[src/hdl/smto_regs.vh]
// register map, field positions, reset values and timing figures of the
// smbus layer-1 timeout monitor; included by every design file
`ifndef SMTO_REGS_VH
`define SMTO_REGS_VH

// apb byte addresses (word aligned)
`define SMTO_ADDR_STATUS      8'h00
`define SMTO_ADDR_CONFIG      8'h04
`define SMTO_ADDR_MCTRL       8'h08
`define SMTO_ADDR_SCTRL       8'h0C
`define SMTO_ADDR_MADDR       8'h10
`define SMTO_ADDR_SYSCTL      8'h14

// timeout status bits
`define SMTO_ST_MCLK          0
`define SMTO_ST_SEXT          1
`define SMTO_ST_MEXT          2
`define SMTO_ST_SCLK          4
`define SMTO_ST_MASK          8'h17
`define SMTO_ST_MMASK         8'h07

// control_second bits
`define SMTO_CB_IRQEN         7
`define SMTO_CB_MEXTEN        6
`define SMTO_CB_SEXTEN        5
`define SMTO_CB_CLKEN         4
`define SMTO_CB_MMASK         8'hF0
`define SMTO_CB_SMASK         8'h90

// timeout_config fields
`define SMTO_CF_SSEL_HI       7
`define SMTO_CF_SSEL_LO       5
`define SMTO_CF_XSEL_HI       4
`define SMTO_CF_XSEL_LO       3
`define SMTO_CF_MSEL_HI       2
`define SMTO_CF_MSEL_LO       0

// own system control register: global irq enable and irq levels
`define SMTO_SC_GIE           0
`define SMTO_SC_MLVL_HI       2
`define SMTO_SC_MLVL_LO       1
`define SMTO_SC_SLVL_HI       4
`define SMTO_SC_SLVL_LO       3
`define SMTO_SC_MASK          8'h1F

`define SMTO_RST_BYTE         8'h00

// interrupt vector word offsets
`define SMTO_VEC_SLAVE        8'h00
`define SMTO_VEC_MASTER       8'h02

// timebase: 2 mhz tick, counts in ticks of 500 ns
`define SMTO_TICK_PER_MS      12'd2000
`define SMTO_CNT_W            16
`define SMTO_NOM_CLK_MS       6'd25
`define SMTO_NOM_SEXT_MS      6'd25
`define SMTO_NOM_MEXT_MS      6'd10
`define SMTO_MAX_RECOVER_MS   6'd35

`endif

[src/hdl/smto_counter.v]
// one saturating timeout counter, ticking on the 2 mhz timebase
// assumes tick is a one-cycle strobe in the clk domain
`timescale 1ns/1ps
`include "smto_regs.vh"
module smto_counter (
  input  wire                    clk,
  input  wire                    resetn,
  input  wire                    ce,
  input  wire                    clear,
  input  wire                    run,
  input  wire                    tick,
  input  wire [`SMTO_CNT_W-1:0]  limit,
  output reg                     expired
);
  reg [`SMTO_CNT_W-1:0] count_q;

  always @(posedge clk or negedge resetn) begin
    if (!resetn) begin
      count_q <= {`SMTO_CNT_W{1'b0}};
      expired <= 1'b0;
    end else if (ce) begin
      if (clear) begin
        count_q <= {`SMTO_CNT_W{1'b0}};
        expired <= 1'b0;
      end else if (run && tick && count_q < limit) begin
        count_q <= count_q + 1'b1;
        // expiry is a one-cycle pulse at the limit; counter then holds
        // there, so a long hold never wraps round to a second expiry
        expired <= (count_q + 1'b1 == limit);
      end else begin
        expired <= 1'b0;
      end
    end
  end
endmodule

[src/hdl/smto_monitor.v]
// smbus layer-1 timeout monitor with master and slave halves, apb slave
// assumes scl/sda are raw pins; transfer engine supplies role and byte info
// Behaviour
// - flag clock-low timeout when scl stays low for the selected period.
// - flag slave extension when summed slave stretch start-to-stop reaches period.
// - flag master extension when stretch within one byte segment reaches period.
// - slave clock-low timeout resets slave engine and releases both lines.
// - master clock-low timeout makes the master send stop itself.
// - master clock-low counter disabled after arbitration loss.
// - extension timeout: stop now if master owns sda, else after byte.
// - after extension timeout slave resets on the master's stop.
// - extension counters disabled after arbitration loss.
// - master and slave keep independent counters for bridge operation.
// - clock-low timeout recovery lets a new start be taken within 35 ms.
// - irq needs enable, a flag, global enable and nonzero level.
// - any timeout clears status bits except bus error; config unchanged.
// - master irq enable covers all three master timeout flags.
// - master extension enable arms that monitor and its flag.
// - slave extension enable arms that monitor and its flag.
// - master clock-low enable arms that monitor and its flag.
// - config register shifts each period: separate master and slave clock-low codes, one extension code for both.
// - slave vector at word offset 0x00, master vector at 0x02.
// - 3-bit clock-low code: 000..011 25..22 ms, 100..111 26..29 ms.
// - 2-bit extension code: 25/10, 24/9, 26/11, 27/12 ms.
// - write one clears a flag; master address write clears master flags.
// - slave clock-low enable arms slave monitor; slave irq enable gates it.
`timescale 1ns/1ps
`include "smto_regs.vh"
module smto_monitor (
  input  wire        clk,
  input  wire        resetn,
  input  wire        ce,
  input  wire        osc_tick,
  input  wire        psel,
  input  wire        penable,
  input  wire        pwrite,
  input  wire [7:0]  paddr,
  input  wire [31:0] pwdata,
  output reg  [31:0] prdata,
  output wire        pready,
  output wire        pslverr,
  input  wire        scl_in,
  input  wire        sda_in,
  input  wire        master_active,
  input  wire        master_owns_sda,
  input  wire        arb_lost,
  input  wire        byte_ack,
  input  wire        master_stretch,
  input  wire        slave_stretch,
  input  wire        slave_active,
  input  wire        bus_err_in,
  output reg         master_stop_req,
  output reg         slave_reset,
  output reg         status_clear,
  output wire        scl_out,
  output wire        scl_oe,
  output wire        sda_out,
  output wire        sda_oe,
  output wire        master_irq,
  output wire        slave_irq,
  output wire [7:0]  master_vector,
  output wire [7:0]  slave_vector
);
  // recovery states
  localparam [2:0] ST_IDLE = 3'b001;
  localparam [2:0] ST_WAIT = 3'b010;
  localparam [2:0] ST_STOP = 3'b100;

  reg [7:0] status_q;
  reg [7:0] config_q;
  reg [7:0] mctrl_q;
  reg [7:0] sctrl_q;
  reg [7:0] sysctl_q;
  reg [1:0] scl_sync_q;
  reg [1:0] sda_sync_q;
  reg       scl_q;
  reg       sda_q;
  reg       in_xfer_q;
  reg       arb_lost_q;
  reg       ext_pend_q;
  reg [2:0] mstate_q;
  reg [2:0] mstate_d;
  reg [7:0] rd_byte_d;

  // ms count from selection; period in 500 ns ticks
  function [`SMTO_CNT_W-1:0] ms_to_ticks;
    input [5:0] ms;
    begin
      // both factors widened so the product is formed at counter width;
      // the longest selection, 29 ms, still fits in sixteen bits
      ms_to_ticks = {{(`SMTO_CNT_W-6){1'b0}}, ms}
                    * {{(`SMTO_CNT_W-12){1'b0}}, `SMTO_TICK_PER_MS};
    end
  endfunction

  function [5:0] clk_low_ms;
    input [2:0] sel;
    begin
      if (sel[2])
        clk_low_ms = `SMTO_NOM_CLK_MS + {4'h0, sel[1:0]} + 6'd1;
      else
        clk_low_ms = `SMTO_NOM_CLK_MS - {4'h0, sel[1:0]};
    end
  endfunction

  function [5:0] ext_ms;
    input [1:0] sel;
    input [5:0] nom;
    begin
      case (sel)
        2'b01:   ext_ms = nom - 6'd1;
        2'b10:   ext_ms = nom + 6'd1;
        2'b11:   ext_ms = nom + 6'd2;
        default: ext_ms = nom;
      endcase
    end
  endfunction

  // one gate for both irq lines: enable, global enable, a flag, a level
  function irq_gate;
    input       en;
    input       all_en;
    input       flag;
    input [1:0] level;
    begin
      irq_gate = en && all_en && flag && (|level);
    end
  endfunction

  wire [2:0] ssel = config_q[`SMTO_CF_SSEL_HI:`SMTO_CF_SSEL_LO];
  wire [1:0] xsel = config_q[`SMTO_CF_XSEL_HI:`SMTO_CF_XSEL_LO];
  wire [2:0] msel = config_q[`SMTO_CF_MSEL_HI:`SMTO_CF_MSEL_LO];
  wire [`SMTO_CNT_W-1:0] mclk_lim = ms_to_ticks(clk_low_ms(msel));
  wire [`SMTO_CNT_W-1:0] sclk_lim = ms_to_ticks(clk_low_ms(ssel));
  wire [`SMTO_CNT_W-1:0] sext_lim =
    ms_to_ticks(ext_ms(xsel, `SMTO_NOM_SEXT_MS));
  wire [`SMTO_CNT_W-1:0] mext_lim =
    ms_to_ticks(ext_ms(xsel, `SMTO_NOM_MEXT_MS));

  // pins pass two flops before any logic reads them
  always @(posedge clk or negedge resetn) begin
    if (!resetn) begin
      scl_sync_q <= 2'b11;
      sda_sync_q <= 2'b11;
      scl_q      <= 1'b1;
      sda_q      <= 1'b1;
    end else if (ce) begin
      scl_sync_q <= {scl_sync_q[0], scl_in};
      sda_sync_q <= {sda_sync_q[0], sda_in};
      scl_q      <= scl_sync_q[1];
      sda_q      <= sda_sync_q[1];
    end
  end

  wire scl_s    = scl_sync_q[1];
  wire sda_s    = sda_sync_q[1];
  wire start_ev = scl_s && scl_q && sda_q && !sda_s;
  wire stop_ev  = scl_s && scl_q && !sda_q && sda_s;

  // transfer window and arbitration-loss memory until the next start
  always @(posedge clk or negedge resetn) begin
    if (!resetn) begin
      in_xfer_q  <= 1'b0;
      arb_lost_q <= 1'b0;
    end else if (ce) begin
      if (start_ev) begin
        in_xfer_q  <= 1'b1;
        arb_lost_q <= 1'b0;
      end else begin
        if (stop_ev)
          in_xfer_q <= 1'b0;
        if (arb_lost)
          arb_lost_q <= 1'b1;
      end
    end
  end

  wire m_dis = arb_lost || arb_lost_q;

  wire mclk_exp;
  wire sclk_exp;
  wire sext_exp;
  wire mext_exp;
  // separate instances per side so bridge operation times both at once
  smto_counter u_mclk (
    .clk     (clk),
    .resetn  (resetn),
    .ce      (ce),
    .clear   (scl_s || m_dis),
    .run     (master_active && mctrl_q[`SMTO_CB_CLKEN]),
    .tick    (osc_tick),
    .limit   (mclk_lim),
    .expired (mclk_exp)
  );
  smto_counter u_sclk (
    .clk     (clk),
    .resetn  (resetn),
    .ce      (ce),
    .clear   (scl_s),
    .run     (slave_active && sctrl_q[`SMTO_CB_CLKEN]),
    .tick    (osc_tick),
    .limit   (sclk_lim),
    .expired (sclk_exp)
  );
  smto_counter u_sext (
    .clk     (clk),
    .resetn  (resetn),
    .ce      (ce),
    .clear   (start_ev || m_dis),
    .run     (in_xfer_q && slave_stretch && !scl_s
              && mctrl_q[`SMTO_CB_SEXTEN]),
    .tick    (osc_tick),
    .limit   (sext_lim),
    .expired (sext_exp)
  );
  smto_counter u_mext (
    .clk     (clk),
    .resetn  (resetn),
    .ce      (ce),
    .clear   (start_ev || byte_ack || stop_ev || m_dis),
    .run     (in_xfer_q && master_stretch && !scl_s
              && mctrl_q[`SMTO_CB_MEXTEN]),
    .tick    (osc_tick),
    .limit   (mext_lim),
    .expired (mext_exp)
  );

  wire any_to = mclk_exp || sclk_exp || sext_exp || mext_exp;

  // apb: zero wait state, unmapped reads zero with pslverr
  wire acc    = psel && penable;
  wire wr     = acc && pwrite;
  wire mapped = (paddr == `SMTO_ADDR_STATUS) || (paddr == `SMTO_ADDR_CONFIG)
             || (paddr == `SMTO_ADDR_MCTRL) || (paddr == `SMTO_ADDR_SCTRL)
             || (paddr == `SMTO_ADDR_MADDR) || (paddr == `SMTO_ADDR_SYSCTL);
  assign pready  = 1'b1;
  assign pslverr = acc && !mapped;

  wire [7:0] w1c   = (wr && paddr == `SMTO_ADDR_STATUS) ?
                     (pwdata[7:0] & `SMTO_ST_MASK) : `SMTO_RST_BYTE;
  wire [7:0] mclr  = (wr && paddr == `SMTO_ADDR_MADDR) ?
                     `SMTO_ST_MMASK : `SMTO_RST_BYTE;
  wire [7:0] setv  = {3'b000, sclk_exp, 1'b0, mext_exp, sext_exp, mclk_exp};

  always @(posedge clk or negedge resetn) begin
    if (!resetn) begin
      status_q <= `SMTO_RST_BYTE;
      config_q <= `SMTO_RST_BYTE;
      mctrl_q  <= `SMTO_RST_BYTE;
      sctrl_q  <= `SMTO_RST_BYTE;
      sysctl_q <= `SMTO_RST_BYTE;
    end else if (ce) begin
      // set wins over a same-cycle clear
      status_q <= (status_q & ~(w1c | mclr)) | setv;
      if (wr && paddr == `SMTO_ADDR_CONFIG)
        config_q <= pwdata[7:0];
      if (wr && paddr == `SMTO_ADDR_MCTRL)
        mctrl_q <= pwdata[7:0] & `SMTO_CB_MMASK;
      if (wr && paddr == `SMTO_ADDR_SCTRL)
        sctrl_q <= pwdata[7:0] & `SMTO_CB_SMASK;
      if (wr && paddr == `SMTO_ADDR_SYSCTL)
        sysctl_q <= pwdata[7:0] & `SMTO_SC_MASK;
    end
  end

  always @* begin
    case (paddr)
      `SMTO_ADDR_STATUS: rd_byte_d = status_q;
      `SMTO_ADDR_CONFIG: rd_byte_d = config_q;
      `SMTO_ADDR_MCTRL:  rd_byte_d = mctrl_q;
      `SMTO_ADDR_SCTRL:  rd_byte_d = sctrl_q;
      `SMTO_ADDR_SYSCTL: rd_byte_d = sysctl_q;
      default:           rd_byte_d = `SMTO_RST_BYTE;
    endcase
  end

  // read data is taken in the setup cycle, so it leaves a flop in the
  // access cycle; a flag set between the two shows on the next read
  always @(posedge clk or negedge resetn) begin
    if (!resetn) begin
      prdata <= 32'h00000000;
    end else if (ce) begin
      if (psel && !penable)
        prdata <= {24'h000000, rd_byte_d};
    end
  end

  // recovery: master stop request, slave reset and line release
  always @* begin
    mstate_d = mstate_q;
    case (mstate_q)
      ST_IDLE: begin
        if (mclk_exp)
          mstate_d = ST_STOP;
        else if ((sext_exp || mext_exp) && master_active)
          mstate_d = master_owns_sda ? ST_STOP : ST_WAIT;
      end
      ST_WAIT: begin
        // lost arbitration leaves this master no stop to send
        if (m_dis)
          mstate_d = ST_IDLE;
        else if (byte_ack || master_owns_sda)
          mstate_d = ST_STOP;
      end
      ST_STOP: mstate_d = ST_IDLE;
      default: mstate_d = ST_IDLE;
    endcase
  end

  always @(posedge clk or negedge resetn) begin
    if (!resetn) begin
      mstate_q        <= ST_IDLE;
      master_stop_req <= 1'b0;
      slave_reset     <= 1'b0;
      status_clear    <= 1'b0;
      ext_pend_q      <= 1'b0;
    end else if (ce) begin
      mstate_q        <= mstate_d;
      master_stop_req <= (mstate_d == ST_STOP);
      status_clear    <= any_to && !bus_err_in;
      // clock-low resets at once, well inside the 35 ms window
      slave_reset     <= sclk_exp || (ext_pend_q && stop_ev);
      if (sext_exp || mext_exp)
        ext_pend_q <= 1'b1;
      else if (stop_ev || start_ev)
        ext_pend_q <= 1'b0;
    end
  end

  // this monitor never drives the lines; release is forced by slave_reset
  assign scl_out = 1'b0;
  assign scl_oe  = 1'b0;
  assign sda_out = 1'b0;
  assign sda_oe  = 1'b0;

  wire gie = sysctl_q[`SMTO_SC_GIE];
  assign master_irq = irq_gate(mctrl_q[`SMTO_CB_IRQEN], gie,
    |status_q[`SMTO_ST_MEXT:`SMTO_ST_MCLK],
    sysctl_q[`SMTO_SC_MLVL_HI:`SMTO_SC_MLVL_LO]);
  assign slave_irq = irq_gate(sctrl_q[`SMTO_CB_IRQEN], gie,
    status_q[`SMTO_ST_SCLK],
    sysctl_q[`SMTO_SC_SLVL_HI:`SMTO_SC_SLVL_LO]);
  assign master_vector = `SMTO_VEC_MASTER;
  assign slave_vector  = `SMTO_VEC_SLAVE;
endmodule

[config.mk]
export PLATFORM = sky130hd
export DESIGN_NAME = smto_monitor
export DESIGN_NICKNAME = d
export VERILOG_FILES = /design/src/hdl/smto_counter.v /design/src/hdl/smto_monitor.v
export VERILOG_INCLUDE_DIRS = /design/src /design/src/hdl
export SDC_FILE = /design/constraint.sdc
export NUM_CORES = 1
export LEC_CHECK = 0
export BUFFER_PORTS_ARGS = -buffer_cell sky130_fd_sc_hd__buf_4
export CAP_MARGIN = 20
export CORE_ASPECT_RATIO = 0.9
export CORE_MARGIN = 2
export CORE_UTILIZATION = 50
export DETAILED_ROUTE_END_ITERATION = 16
export GPL_TIMING_DRIVEN = 0
export HOLD_SLACK_MARGIN = 0.05
export PLACE_DENSITY = 0.79
export SYNTH_ARGS = -nofsm -noshare
export SYNTH_HDL_FRONTEND = slang
export SYNTH_HIERARCHICAL = 1
export SYNTH_SLANG_ARGS = --single-unit
[constraint.sdc]
create_clock -name clk -period 6.2 [get_ports clk]
set_input_delay 0.62 -clock clk [delete_from_list [all_inputs] [get_ports clk]]
set_output_delay 0.62 -clock clk [all_outputs]
set_load 0.005 [all_outputs]
==> Word-level counts from Yosys, hierarchy flattened <==
Index checks and enable logic that the tools add are counted.
{ "classes": {"n_addsub": 10, "n_mul": 4, "magnitude_cmp": 4, "n_eq_ne": 15, "n_mux": 35, "n_bitwise": 4, "reduce_logical": 87} }
{ "ops": {"columns": ["op", "n"], "rows": [
  ["$mux W16", 8],
  ["$add A16 B1 Y16 const B", 4],
  ["$eq A16 B16 Y1", 4],
  ["$lt A16 B16 Y1", 4],
  ["$mul A6 B7 Y12 const B", 4],
  ["$logic_and A1 B1 Y1", 40],
  ["$pmux W8 S5", 1],
  ["$reduce_and A2 Y1", 12],
  ["$logic_or A1 B1 Y1", 18],
  ["$mux W3", 6],
  ["$eq A8 B4 Y1 const B", 2],
  ["$eq A8 B5 Y1 const B", 2],
  ["$mux W1", 14],
  ["$reduce_bool A2 Y1", 7],
  ["$add A5 B2 Y6 const A", 2],
  ["$add A6 B1 Y6 const B", 2],
  ["$mux W6", 2],
  ["$sub A5 B2 Y6 const A", 2],
  ["$pmux W3 S3", 1],
  ["$and A8 B8 Y8", 1],
  ["$eq A8 B3 Y1 const B", 1],
  ["$logic_not A8 Y1", 1],
  ["$not A5 Y8", 1],
  ["$or A8 B5 Y8", 1],
  ["12 further kinds", 19]
]} }
{ "totals": {"register_bits": 118, "inputBits": 57, "output_inout_bits": 59, "word_cells": 184} }

==> Logic depth before layout (Yosys ltp) <==
Gate-level depths: netlist of the first run.
{ "depth": {"word_depth": 8, "mapped_depth": 24, "mapped_depth_nobuf": 21} }

==> Modules after synthesis <==
Netlist of the first run, hierarchy kept.
{ "modules_own_cells": {"columns": ["mod", "instances", "cells_per_inst", "area_per_inst_um2", "seq_area_each_um2"], "rows": [
  ["smto_counter", 4, 254, 1986.9, 425.4],
  ["smto_monitor", 1, 400, 3789.9, 1159.9]
]} }

==> Worst setup path after synthesis of the first run <==
No wires, ideal clock.
{ "synth_timing": {"path_kind": "register to register", "from": "reg config_q[6]", "to": "reg u_sclk.expired", "setup_ps": 92, "arrival_time_ps": 4936, "t_required_ps": 6108, "path_slack_ps": 1172, "path_stages_with_launch": 24, "n_path_buf": 3, "synth_period_minus_slack_ps": 5028, "path_cell_list": "dfrtp_1 > clkbuf_1 > inv_1 > ha_1 > ha_1 > ha_1 > xor2_1 > ha_1 > ha_1 > inv_1 > fa_1 > nor2b_1 > o21a_1 > o21ai_0 > a211oi_1 > inv_1 > ha_1 > a21o_1 > a211oi_1 > o31a_1 > buf_2 > buf_2 > nand3_1 > o31ai_2"} }
{ "synth_between": {"elab_chain_len": 8, "elab_cells_between_ends": 10, "cone_classes": "add/sub: 3; mul: 1; order compare: 1; eq/ne: 1; mux: 3; reduce/logical: 1"} }
{ "synth_lines": {"columns": ["element", "line", "rtl"], "rows": [
  ["from (decl)", "smto_monitor.v:70", "reg [7:0] config_q;"],
  ["from (signal assigned)", "smto_monitor.v:248", "config_q <= `SMTO_RST_BYTE;"],
  ["from (signal assigned)", "smto_monitor.v:256", "config_q <= pwdata[7:0];"],
  ["$add A5 B2 Y6 (no line)", null, null],
  ["$add A6 B1 Y6 (no line)", null, null],
  ["$mux W6 *", "smto_monitor.v:99", "if (sel[2])"],
  ["$mul A6 B7 Y12 *", "smto_monitor.v:91", "ms_to_ticks = {{(`SMTO_CNT_W-6){1'b0}}, ms}"],
  ["net sclk_lim[5]", "smto_monitor.v:134", "wire [`SMTO_CNT_W-1:0] sclk_lim = ms_to_ticks(clk_low_ms(ssel));"],
  ["$lt A16 B16 Y1", "smto_counter.v:25", "end else if (run && tick && count_q < limit) begin"],
  ["$logic_and A1 B1 Y1", "smto_counter.v:25", null],
  ["$mux W1 *", "smto_counter.v:25", null],
  ["$mux W1 *", "smto_counter.v:22", "if (clear) begin"],
  ["to (signal assigned)", "smto_counter.v:29", "expired <= (count_q + 1'b1 == limit);"],
  ["to (decl)", "smto_counter.v:13", "output reg expired"]
]} }
The timed path passes the listed nets; every way through them passes the cells marked *.
A chain may end at the register's enable or synchronous reset.

==> Worst setup path in the final report of the first run <==
Ends and elaborated chain as after synthesis.

==> flow_summary_export.csv, run 1 <==
group,metric,value,unit
final_layout,seqCellArea,2860,um2
placement,portBuffers,43,
route,via_per_inst,5.94,
clock_network,cts_max_level,4,
yosys,synth_top_family_by_area,"simple AND/OR/NAND/NOR gates",
status,status,"finished clean",
worst_setup_path,path_class,"register to register",
placement,gp_congestion,0.958,
global_route,grt_pass1_wl,52.0,mm
power_and_ir_drop,irDropWorstVdd,0.000138,V
final_layout,antenna_cells,0,
yosys,syn_inst,1416,
yosys,synth-xor-area-share,8.31,%
final_layout,final_nets,1734,
route,ant_nets,0,
yosys,synth-compound-area-share,19.0,%
clock_network,cts_tree,"done",
power_and_ir_drop,p_leak,6.18,nW
clock_network,cts_buffers,17,
clock_network,cts_buffer_depth,2,
power_and_ir_drop,pwr-share-seq,38.2,%
timing,min_period_over_period,93.2,%
yosys,synth_mux_area_share,3.12,%
yosys,synth-edff-count,0,
clock_network,clockRootBuffer,"clkbuf_16",
timing,clock_skew,0.00727,ns
floorplanning,die_y,149,um
worst_setup_path,setup.worst_path.start_class,"register",
global_route,grt_pass1_vias,10400,
timing,rsz0062_at_grt,"no",
route,drt_iter0_drc,1414,
timing,fmax,0.173,GHz
timing,slew_headroom,55.3,%
yosys,ys_async_sr_fraction,100,%
worst_setup_path,worstPathRequired,6.54,ns
timing,finalHoldViolations,0,
floorplanning,die-width,166,um
power_and_ir_drop,p_per_area,165,nW/um2
yosys,synth.distinct_cells,75,
clock_network,worstSkewPairLatency,0.43,ns
global_route,grt.overflow.total,0,
final_layout,fillers,2079,
power_and_ir_drop,net-switching-power,679,uW
power_and_ir_drop,p_int,1.53,mW
route,wire_per_inst,17.0,um
timing,tightest_slew,0.654,ns
route,first_pass_iters,5,
yosys,synthAdderAreaFrac,11.9,%
power_and_ir_drop,p_total,2.21,mW
final_layout,final_common_cell,"inv_1",
clock_network,clock-sinks,114,
hold_path,hold_path.class,"input pin to register",
timing,setup_viol,0,
placement,place.detailed.hpwl,23.9,mm
worst_setup_path,crit_arrival,6.12,ns
final_layout,final_cell_mix,"148 x inv_1, 132 x nand2_1, 107 x ha_1, 107 x dfrtp_1, 96 x buf_4",
global_route,grt_max_degree,95,
final_layout,multi_input_area,7960,um2
route,postRouteWirelength,31.9,mm
yosys,synth-seq-cells,114,
flow_run,drv_cap,0,
power_and_ir_drop,p_sw_share,30.7,%
worst_setup_path,path_max_fanout,10,
timing,slew_viol_final,0,
power_and_ir_drop,pwr-share-comb,18.8,%
yosys,post_synth.cell_area_avg,8.29,um2
global_route,grt_usage,26.1,%
timing,tns,0,ns
floorplanning,start_util,50.6,%
yosys,ys_seq_area_share,24.4,%
floorplanning,num_rows,53,
worst_setup_path,cp-end-kind,"register",
yosys,synth.yosys.warnings,6,
clock_network,clk_pin_slew,0.06,ns
power_and_ir_drop,clockPowerShare,43.0,%
route,vias,11200,
yosys,synthSimpleGateAreaFrac,22.6,%
timing,fin_hold_ws,0.434,ns
timing,layout_min_cycle_time,5.78,ns
final_layout,drive_above_1_share,15.0,%
floorplanning,core_area,23200,um2
floorplanning,pin_count,116,
route,drc,0,
final_layout,area_delta_synth_final,13.9,%
yosys,syn-cell-area,11700,um2
global_route,antenna_found_initial,0,
floorplanning,dieArea,24700,um2
yosys,synth_ff_type,"dfrtp_1",
-- cells in the mapped netlist, drive strengths merged (20+ instances only) --
cell	count	share of area, %
a21oi	37	1.6
and3	26	1.6
buf	85	4.8
clkbuf	34	1.1
dfrtp	107	23
ha	108	12
inv	148	4.7
mux2	27	2.6
nand2	132	4.2
nand3	37	1.7
nand4	55	3.2
nor2	80	2.6
nor2b	22	1.2
nor3	59	2.6
nor4	25	1.6
o21ai	20	0.85
o221ai	36	2.7
xnor2	73	5.7
xor2	35	2.6
-- worst paths after layout --
| kind | slack (ns) | cells past startpoint | end | start |
|---|---|---|---|---|
| worst max-delay path | 0.42 | 23 | u_sclk/expired$_DFFE_PN0P_ | config_q[6]$_DFFE_PN0P_ |
| worst min-delay path | 0.43 | 2 | sda_sync_q[0]$_DFFE_PN1P_ | sda_in |
| worst max register to register | 0.42 | 23 | u_sclk/expired$_DFFE_PN0P_ | config_q[6]$_DFFE_PN0P_ |
| worst min register to register | 0.49 | 2 | prdata[6]$_DFFE_PN0P_ | prdata[6]$_DFFE_PN0P_ |
| max in group asynchronous | 4.81 | 3 | config_q[6]$_DFFE_PN0P_ | resetn |
| min in group asynchronous | 0.62 | 2 | u_mext/count_q[0]$_DFFE_PN0P_ | resetn |
-- worst max-delay path, cell delays in order, from the launching register on --
cell and delay (ns):
dfrtp_1 0.44, clkbuf_2 0.24, inv_1 0.10, ha_2 0.44
ha_1 0.27, ha_1 0.21, xor2_1 0.17, ha_1 0.30
ha_1 0.16, inv_1 0.05, fa_1 0.40, nor2b_1 0.13
o21a_1 0.15, o21ai_0 0.09, a211oi_1 0.40, inv_1 0.09
ha_1 0.33, a21o_1 0.17, a211oi_1 0.45, o31a_1 0.24
buf_2 0.22, buf_2 0.27, nand3_1 0.13, o31ai_2 0.26
-- through the flow --
stage / utilization, % / setup slack [ns] / instance area, um2 / cells
global placement: 55.0 / 0.403 / 12800 / 1848
detailed placement: 55.1 / 0.284 / 12800 / 1849
global route: 57.6 / 0.0639 / 13400 / 1882
finish: 57.6 / 0.423 / 13400 / 1882
CTS: 57.6 / 0.241 / 13400 / 1882
floorplan: - / 1.17 / 12100 / 1503
-- power groups by stage --
stage | combinational, mW | clock [mW] | sequential [mW]
3_5_place_dp | 0.405 | 0 | 0.856
6_report | 0.415 | 0.950 | 0.845
3_3_place_gp | 0.390 | 0 | 0.853
4_1_cts | 0.409 | 0.960 | 0.843
2_1_floorplan | 0.296 | 0 | 0.836
5_1_grt | 0.469 | 0.997 | 0.851
-- sequential cells by signal, summed over array words and instances, names as in the netlist, 4 cells and up --
register / cells
mctrl_q: 4
u_mext/count_q: 16
status_q: 4
u_mclk/count_q: 16
prdata: 8
sysctl_q: 5
config_q: 8
u_sclk/count_q: 16
u_sext/count_q: 16
-- timing repair --
action	CTS	global route
hold endpoints to repair	3	0
buffers inserted	0	0
resized for setup	0	3
hold buffers	1	0
setup endpoints to repair	0	10
-- cells by family after synthesis --
family / count (synthesis)
other: 2
and+or+nand+nor: 499
DFF: 114
xor gates and xnor gates: 108
buffers and inverters: 267
AOI/OAI and AO/OA: 284
muxes: 32
adders and majority gates: 110
-- area by class of cell --
type | instances | area share, %
inverters | 148 | 4.15
flip-flops and latches | 114 | 21.4
repair buffers | 45 | 2.72
clock buffers | 19 | 3.39
well taps | 302 | 2.83
clock inverters | 13 | 0.833
multi-input cells | 1122 | 59.5
plain buffers | 119 | 5.20
-- per-layer routing --
metal | up-vias | track usage, % | share of wire [%]
met5 | - | 0 | 0
met1 | 5255 | 37.4 | 45
met3 | 66 | 3.50 | 8.0
met2 | 537 | 40.2 | 44
met4 | 0 | 9.05 | 2.7
li1 | 5322 | - | -
Note: power is estimated with default switching activity, not from simulation.
==> inputs of run 2 (changes only) <==
Settings changed: PLACE_DENSITY 0.79 to 0.8, SYNTH_HIERARCHICAL 1 to default.
==> flow_summary_export.csv, run 2 <==
group,metric,value,unit
timing,clock_skew,0.00762,ns
route,drc,0,
floorplanning,die_y,135,um
clock_network,post_cts_resized,0,
clock_network,post_cts.repair.setup_buffers,0,
power_and_ir_drop,p_leak,5.14,nW
worst_setup_path,reg2reg_to,"u_mclk.count_q[11]$_DFFE_PN0P_",
worst_setup_path,path_class,"register to register",
power_and_ir_drop,net-switching-power,494,uW
placement,post-place-ws,0.712,ns
yosys,yosysMostFrequentCell,"dfrtp_1",
timing,slew_viol_final,0,
route,postRouteWirelength,24.3,mm
final_layout,final_cell_mix,"107 x dfrtp_1, 99 x nand2_1, 89 x buf_4, 81 x ha_1, 68 x nor2_1",
global_route,grt.met3_usage,4.28,%
yosys,ys_seq_area_share,29.8,%
final_layout,final_nets,1361,
power_and_ir_drop,pwr-share-seq,38.7,%
floorplanning,pin_count,116,
timing,fmax,0.174,GHz
placement,portBuffers,45,
yosys,synth-seq-cells,114,
placement,gp_congestion,0.921,
global_route,grt_use_met2,39.4,%
yosys,synth_top_area_share,27.9,%
timing,layout_min_cycle_time,5.76,ns
yosys,synth.yosys.warnings,0,
floorplanning,core_area,19000,um2
worst_setup_path,regToRegSetupSlack,0.44,ns
worst_setup_path,worst-r2r-cell-count,18,
floorplanning,dieArea,20300,um2
global_route,antenna_found_initial,0,
timing,tightest_slew,0.889,ns
worst_setup_path,crit_arrival,6.06,ns
clock_network,cts_buffer_depth,2,
final_layout,antenna_cells,0,
final_layout,final_cells,1484,
worst_setup_path,path_max_fanout,10,
timing,slew_headroom,39.9,%
hold_path,hold_path.class,"input pin to async pin",
placement,dpl_cell_area,10500,um2
floorplanning,num_rows,48,
clock_network,cts_buffers,17,
timing,min_period_over_period,92.9,%
timing,setup_viol,0,
timing,finalHoldViolations,0,
flow_run,drv_cap,0,
power_and_ir_drop,pwr-share-comb,10.7,%
global_route,grt_max_degree,62,
clock_network,clock-sinks,114,
clock_network,cts_tree,"done",
final_layout,final_common_cell,"dfrtp_1",
yosys,syn-cell-area,9600,um2
timing,rsz0062_at_grt,"no",
power_and_ir_drop,p_sw_share,24.3,%
yosys,synth-edff-count,0,
route,wire_per_inst,16.4,um
yosys,ys_async_sr_fraction,100,%
route,first_pass_iters,6,
timing,fin_ws,0.440,ns
yosys,synth_commonest_cells,"107 x dfrtp_1, 99 x nand2_1, 81 x ha_1",
floorplanning,die-width,150,um
route,ant_nets,0,
yosys,synth.distinct_cells,78,
global_route,grt_usage,24.3,%
timing,tns,0,ns
yosys,syn_inst,1112,
clock_network,clk_pin_slew,0.05,ns
placement,post-place-cells,1452,
global_route,busiest_layer,"met2",
floorplanning,start_util,50.6,%
status,status,"finished clean",
power_and_ir_drop,p_per_area,184,nW/um2
final_layout,drive_above_1_share,14.5,%
power_and_ir_drop,irDropWorstVdd,0.000169,V
yosys,synth_ff_type,"dfrtp_1",
final_layout,fin_area,11100,um2
clock_network,worstSkewPairLatency,0.42,ns
power_and_ir_drop,clockPowerShare,50.7,%
worst_setup_path,setup.worst_path.start_class,"register",
placement,place.detailed.hpwl,17.8,mm
yosys,synth_top_cell_by_area,"dfrtp_1",
global_route,grt.overflow.total,0,
clock_network,cts_max_level,4,
clock_network,clockRootBuffer,"clkbuf_16",
global_route,grt_pass1_wl,39.7,mm
worst_setup_path,cp-end-kind,"register",
clock_network,cts_hold_buf,0,
yosys,ys_top_cells_by_area,"dfrtp_1 28%, ha_1 11%, xnor2_1 4.1%",
worst_setup_path,timing.rr.start,"config_q[2]$_DFFE_PN0P_",
global_route,gr-usage-met1,32.8,%
yosys,post_synth.cell_area_avg,8.64,um2
final_layout,area_delta_synth_final,15.2,%
power_and_ir_drop,p_int,1.54,mW
global_route,grt_pass1_vias,8096,
route,vias,8698,
route,drt_iter0_drc,713,
route,via_per_inst,5.86,
worst_setup_path,worstPathRequired,6.50,ns
[run 2: cell types whose count changed in the layout (fill, tap and decap cells not counted), sizes merged, moves of 31 or more]
cell	previous run	this run
nand2	132	99
nand4	55	24
nor3	59	23
o21ai	20	58
conb	89	46
o221ai	36	3
inv	149	41
[run 2: cells by family after synthesis]
logic type / after synthesis / share of synthesized area, %
AND/OR/NAND/NOR: 397 / 21.8
AO/OA/AOI/OAI: 260 / 18.3
buffers and inverters: 140 / 7.35
flip-flops: 114 / 29.8
adder cells (fa/ha/maj): 84 / 11.1
XOR/XNOR: 73 / 6.88
multiplexers: 42 / 4.78
other: 2 / 0.0782
[run 2: layout make-up]
class,instances,area [um2]
inverter,42,158
multi-input combinational,902,6200
clock inverter,10,158
sequential,114,2860
clock buffer,22,454
tap,250,313
timing repair buffer,46,369
buffer,98,548
fill,1649,7920
[run 2: worst max path at each step]
stage / from / to / slack, ns / depth (start not counted)
floorplan: config_q[6]$_DFFE_PN0P_ / u_sclk.count_q[11]$_DFFE_PN0P_ / 1.55 / 20
global placement: config_q[2]$_DFFE_PN0P_ / u_mclk.count_q[11]$_DFFE_PN0P_ / 0.80 / 18
detailed placement: config_q[6]$_DFFE_PN0P_ / u_sclk.count_q[4]$_DFFE_PN0P_ / 0.71 / 20
CTS: config_q[2]$_DFFE_PN0P_ / u_mclk.count_q[11]$_DFFE_PN0P_ / 0.50 / 18
global route: config_q[2]$_DFFE_PN0P_ / u_mclk.count_q[11]$_DFFE_PN0P_ / 0.17 / 18
finish: config_q[2]$_DFFE_PN0P_ / u_mclk.count_q[11]$_DFFE_PN0P_ / 0.44 / 18
[run 2: through the flow]
step / hold WS [ns] / power [mW] / utilization [%]
CTS: 0.170 / 2.04 / 58.3
floorplan: 0.324 / 0.931 / -
global route: 0.191 / 2.10 / 58.3
finish: 0.143 / 2.03 / 58.3
global placement: 0.465 / 1.00 / 54.9
detailed placement: 0.470 / 1.01 / 55.1
[run 2: worst max-delay path, cell delays in order (launching register included)]
cell and delay, ns:
dfrtp_1 0.42, clkbuf_1 0.33, inv_1 0.16, ha_1 0.43, xnor2_1 0.55, xnor2_1 0.17
xnor2_1 0.16, ha_1 0.21, fa_1 0.39, xnor3_1 0.42, ha_1 0.29, nand2_1 0.07
a2111oi_0 0.45, o21ai_0 0.26, and3_1 0.20, o21ai_1 0.56, buf_2 0.36, o21ai_0 0.12
o41ai_1 0.08
[run 2: power by group through the flow]
| stage | registers [mW] | clock network, mW | logic [mW] |
|---|---|---|---|
| global placement | 0.798 | 0 | 0.206 |
| global route | 0.789 | 1.07 | 0.241 |
| floorplan | 0.792 | 0 | 0.139 |
| finish | 0.786 | 1.03 | 0.217 |
| CTS | 0.786 | 1.03 | 0.215 |
| detailed placement | 0.799 | 0 | 0.213 |
[run 2: routing by layer]
metal  routed length (um)  up-vias
li1                     -     4207
met1                10900     4113
met2                11300      330
met3                 1700       48
met4                  459        0
met5                    0        -
==> inputs of run 3 (changes only) <==
Settings changed: REMOVE_ABC_BUFFERS from default to 1.
==> flow_summary_export.csv, run 3 (same netlist as run 2, synthesis figures left out) <==
group,metric,value,unit
timing,tns,0,ns
placement,dpl_cell_area,9930,um2
route,via_per_inst,6.05,
clock_network,clockRootBuffer,"clkbuf_16",
global_route,grt_pass1_vias,7755,
timing,tightest_slew,1.06,ns
route,postRouteWirelength,23.2,mm
clock_network,clk_pin_slew,0.06,ns
final_layout,final_cell_mix,"107 x dfrtp_1, 99 x nand2_1, 81 x ha_1, 68 x nor2_1, 57 x o21ai_0",
clock_network,cts_buffers,17,
worst_setup_path,setup.worst_path.start_class,"register",
flow_run,drv_cap,0,
worst_setup_path,cp_num_buf_inv,1,
route,drt_iter0_drc,755,
power_and_ir_drop,p_leak,4.81,nW
timing,slew_viol_final,0,
global_route,antenna_found_initial,0,
placement,gp_congestion,0.899,
clock_network,cts_max_level,4,
route,first_pass_iters,5,
timing,slew_headroom,29.1,%
global_route,grt_pass1_wl,38.1,mm
timing,setup_viol,0,
final_layout,final_nets,1267,
floorplanning,die-width,150,um
timing,fmax,0.176,GHz
timing,fin_hold_ws,0.125,ns
worst_setup_path,slowest_stage,"nor2_1",
placement,portBuffers,46,
worst_setup_path,cp-end-kind,"register",
placement,place.detailed.hpwl,16.4,mm
worst_setup_path,crit_path_cell_trace,"inv_1 > ha_1 > xor2_1 > xnor2_1 > xor2_1 > ha_1 > ha_1 > fa_1 > a21o_1 > a21o_1 > a21oi_1 > xor2_1 > ha_1 > a21oi_1 > o2111a_1 > nand3b_1 > nor2_1 > o21ai_0 > a31oi_1",
final_layout,fin_area,10600,um2
timing,layout_min_cycle_time,5.69,ns
final_layout,area_delta_synth_final,10.1,%
clock_network,cts_tree,"done",
timing,min_period_over_period,91.8,%
floorplanning,core_area,19000,um2
final_layout,final_common_cell,"dfrtp_1",
global_route,grt_usage,23.1,%
worst_setup_path,worstPathRequired,6.54,ns
clock_network,worstSkewPairLatency,0.43,ns
timing,rsz0062_at_grt,"no",
hold_path,hold_path.class,"input pin to async pin",
route,drc,0,
global_route,grt_max_degree,62,
timing,finalHoldViolations,0,
final_layout,drive_above_1_share,11.8,%
power_and_ir_drop,irDropWorstVdd,0.000144,V
worst_setup_path,crit_arrival,6.04,ns
worst_setup_path,critical-path-max-stage-delay,0.85,ns
route,vias,8411,
route,ant_nets,0,
timing,clock_skew,0.0101,ns
route,wire_per_inst,16.7,um
global_route,grt.overflow.total,0,
status,status,"finished clean",
floorplanning,start_util,50.6,%
worst_setup_path,crit_family,"adder cells",
floorplanning,dieArea,20300,um2
floorplanning,pin_count,116,
clock_network,clock-sinks,114,
worst_setup_path,path_max_fanout,17,
clock_network,cts_buffer_depth,2,
final_layout,antenna_cells,0,
floorplanning,die_y,135,um
floorplanning,num_rows,48,
clock_network,cts_hold_buf,0,
clock_network,post_cts.repair.setup_buffers,0,
worst_setup_path,path_class,"register to register",
clock_network,post_cts_resized,0,
worst_setup_path,path_common_cell,"ha_1",
power_and_ir_drop,p_per_area,189,nW/um2
## run 3: cell types whose count changed in the layout (fill, tap and decap cells not counted), moves of 3 or more
cell and change:
buf_1 -4, clkinvlp_4 +3, buf_2 -9, inv_6 +3, buf_4 -43, clkbuf_1 -44
## run 3: per-layer routing
metal / part of all wire, % / global-route usage, % / up-vias
met4: 1.9 / 8.18 / 0
met3: 7.0 / 3.60 / 39
met1: 45 / 32.4 / 4019
met5: 0 / 0 / -
met2: 46 / 36.2 / 340
li1: - / - / 4013
## run 3: worst paths after layout
kind	start	end	slack [ns]	depth (start not counted)
min in group clk	sda_in	sda_sync_q[0]$_DFFE_PN1P_	0.43	2
worst max register to register	config_q[6]$_DFFE_PN0P_	u_sclk.count_q[9]$_DFFE_PN0P_	0.51	19
worst min-delay path	resetn	u_mclk.count_q[9]$_DFFE_PN0P_	0.12	1
worst min register to register	prdata[2]$_DFFE_PN0P_	prdata[2]$_DFFE_PN0P_	0.48	2
max in group asynchronous	resetn	sda_sync_q[0]$_DFFE_PN1P_	5.33	2
worst max-delay path	config_q[6]$_DFFE_PN0P_	u_sclk.count_q[9]$_DFFE_PN0P_	0.51	19
## run 3: worst register-to-register path: cells and delay by family, from the launching register on
| kind | cells | cell delay (ns) |
|---|---|---|
| buf+inv | 1 | 0.17 |
| compound gates | 7 | 1.40 |
| fa+ha+maj | 5 | 1.58 |
| xor+xnor | 4 | 0.96 |
| flops | 1 | 0.52 |
| simple gates | 2 | 1.00 |
## run 3: area by class of cell
type / instances / area (um2)
clock inverter: 15 / 184
clock buffer: 17 / 425
tap: 250 / 313
inverter: 42 / 158
multi-input combinational: 902 / 6210
timing repair buffer: 50 / 423
fill: 1642 / 8410
sequential: 114 / 2860
## run 3: power by group
| group | internal, mW | switching [mW] |
|---|---|---|
| clock | 0.634 | 0.389 |
| combinational | 0.0733 | 0.110 |
| sequential | 0.767 | 0.0266 |
| total | 1.47 | 0.526 |
## run 3: stage by stage
step           worst slack, ns  total power, mW  utilization (%)  cells
3_3_place_gp             0.662            0.973             52.1   1354
6_report                 0.506             2.00             55.7   1390
5_1_grt                 0.0632             2.07             55.7   1390
4_1_cts                  0.517             2.00             55.5   1388
3_5_place_dp             0.562            0.984             52.3   1356
2_1_floorplan             1.42            0.900                -   1058
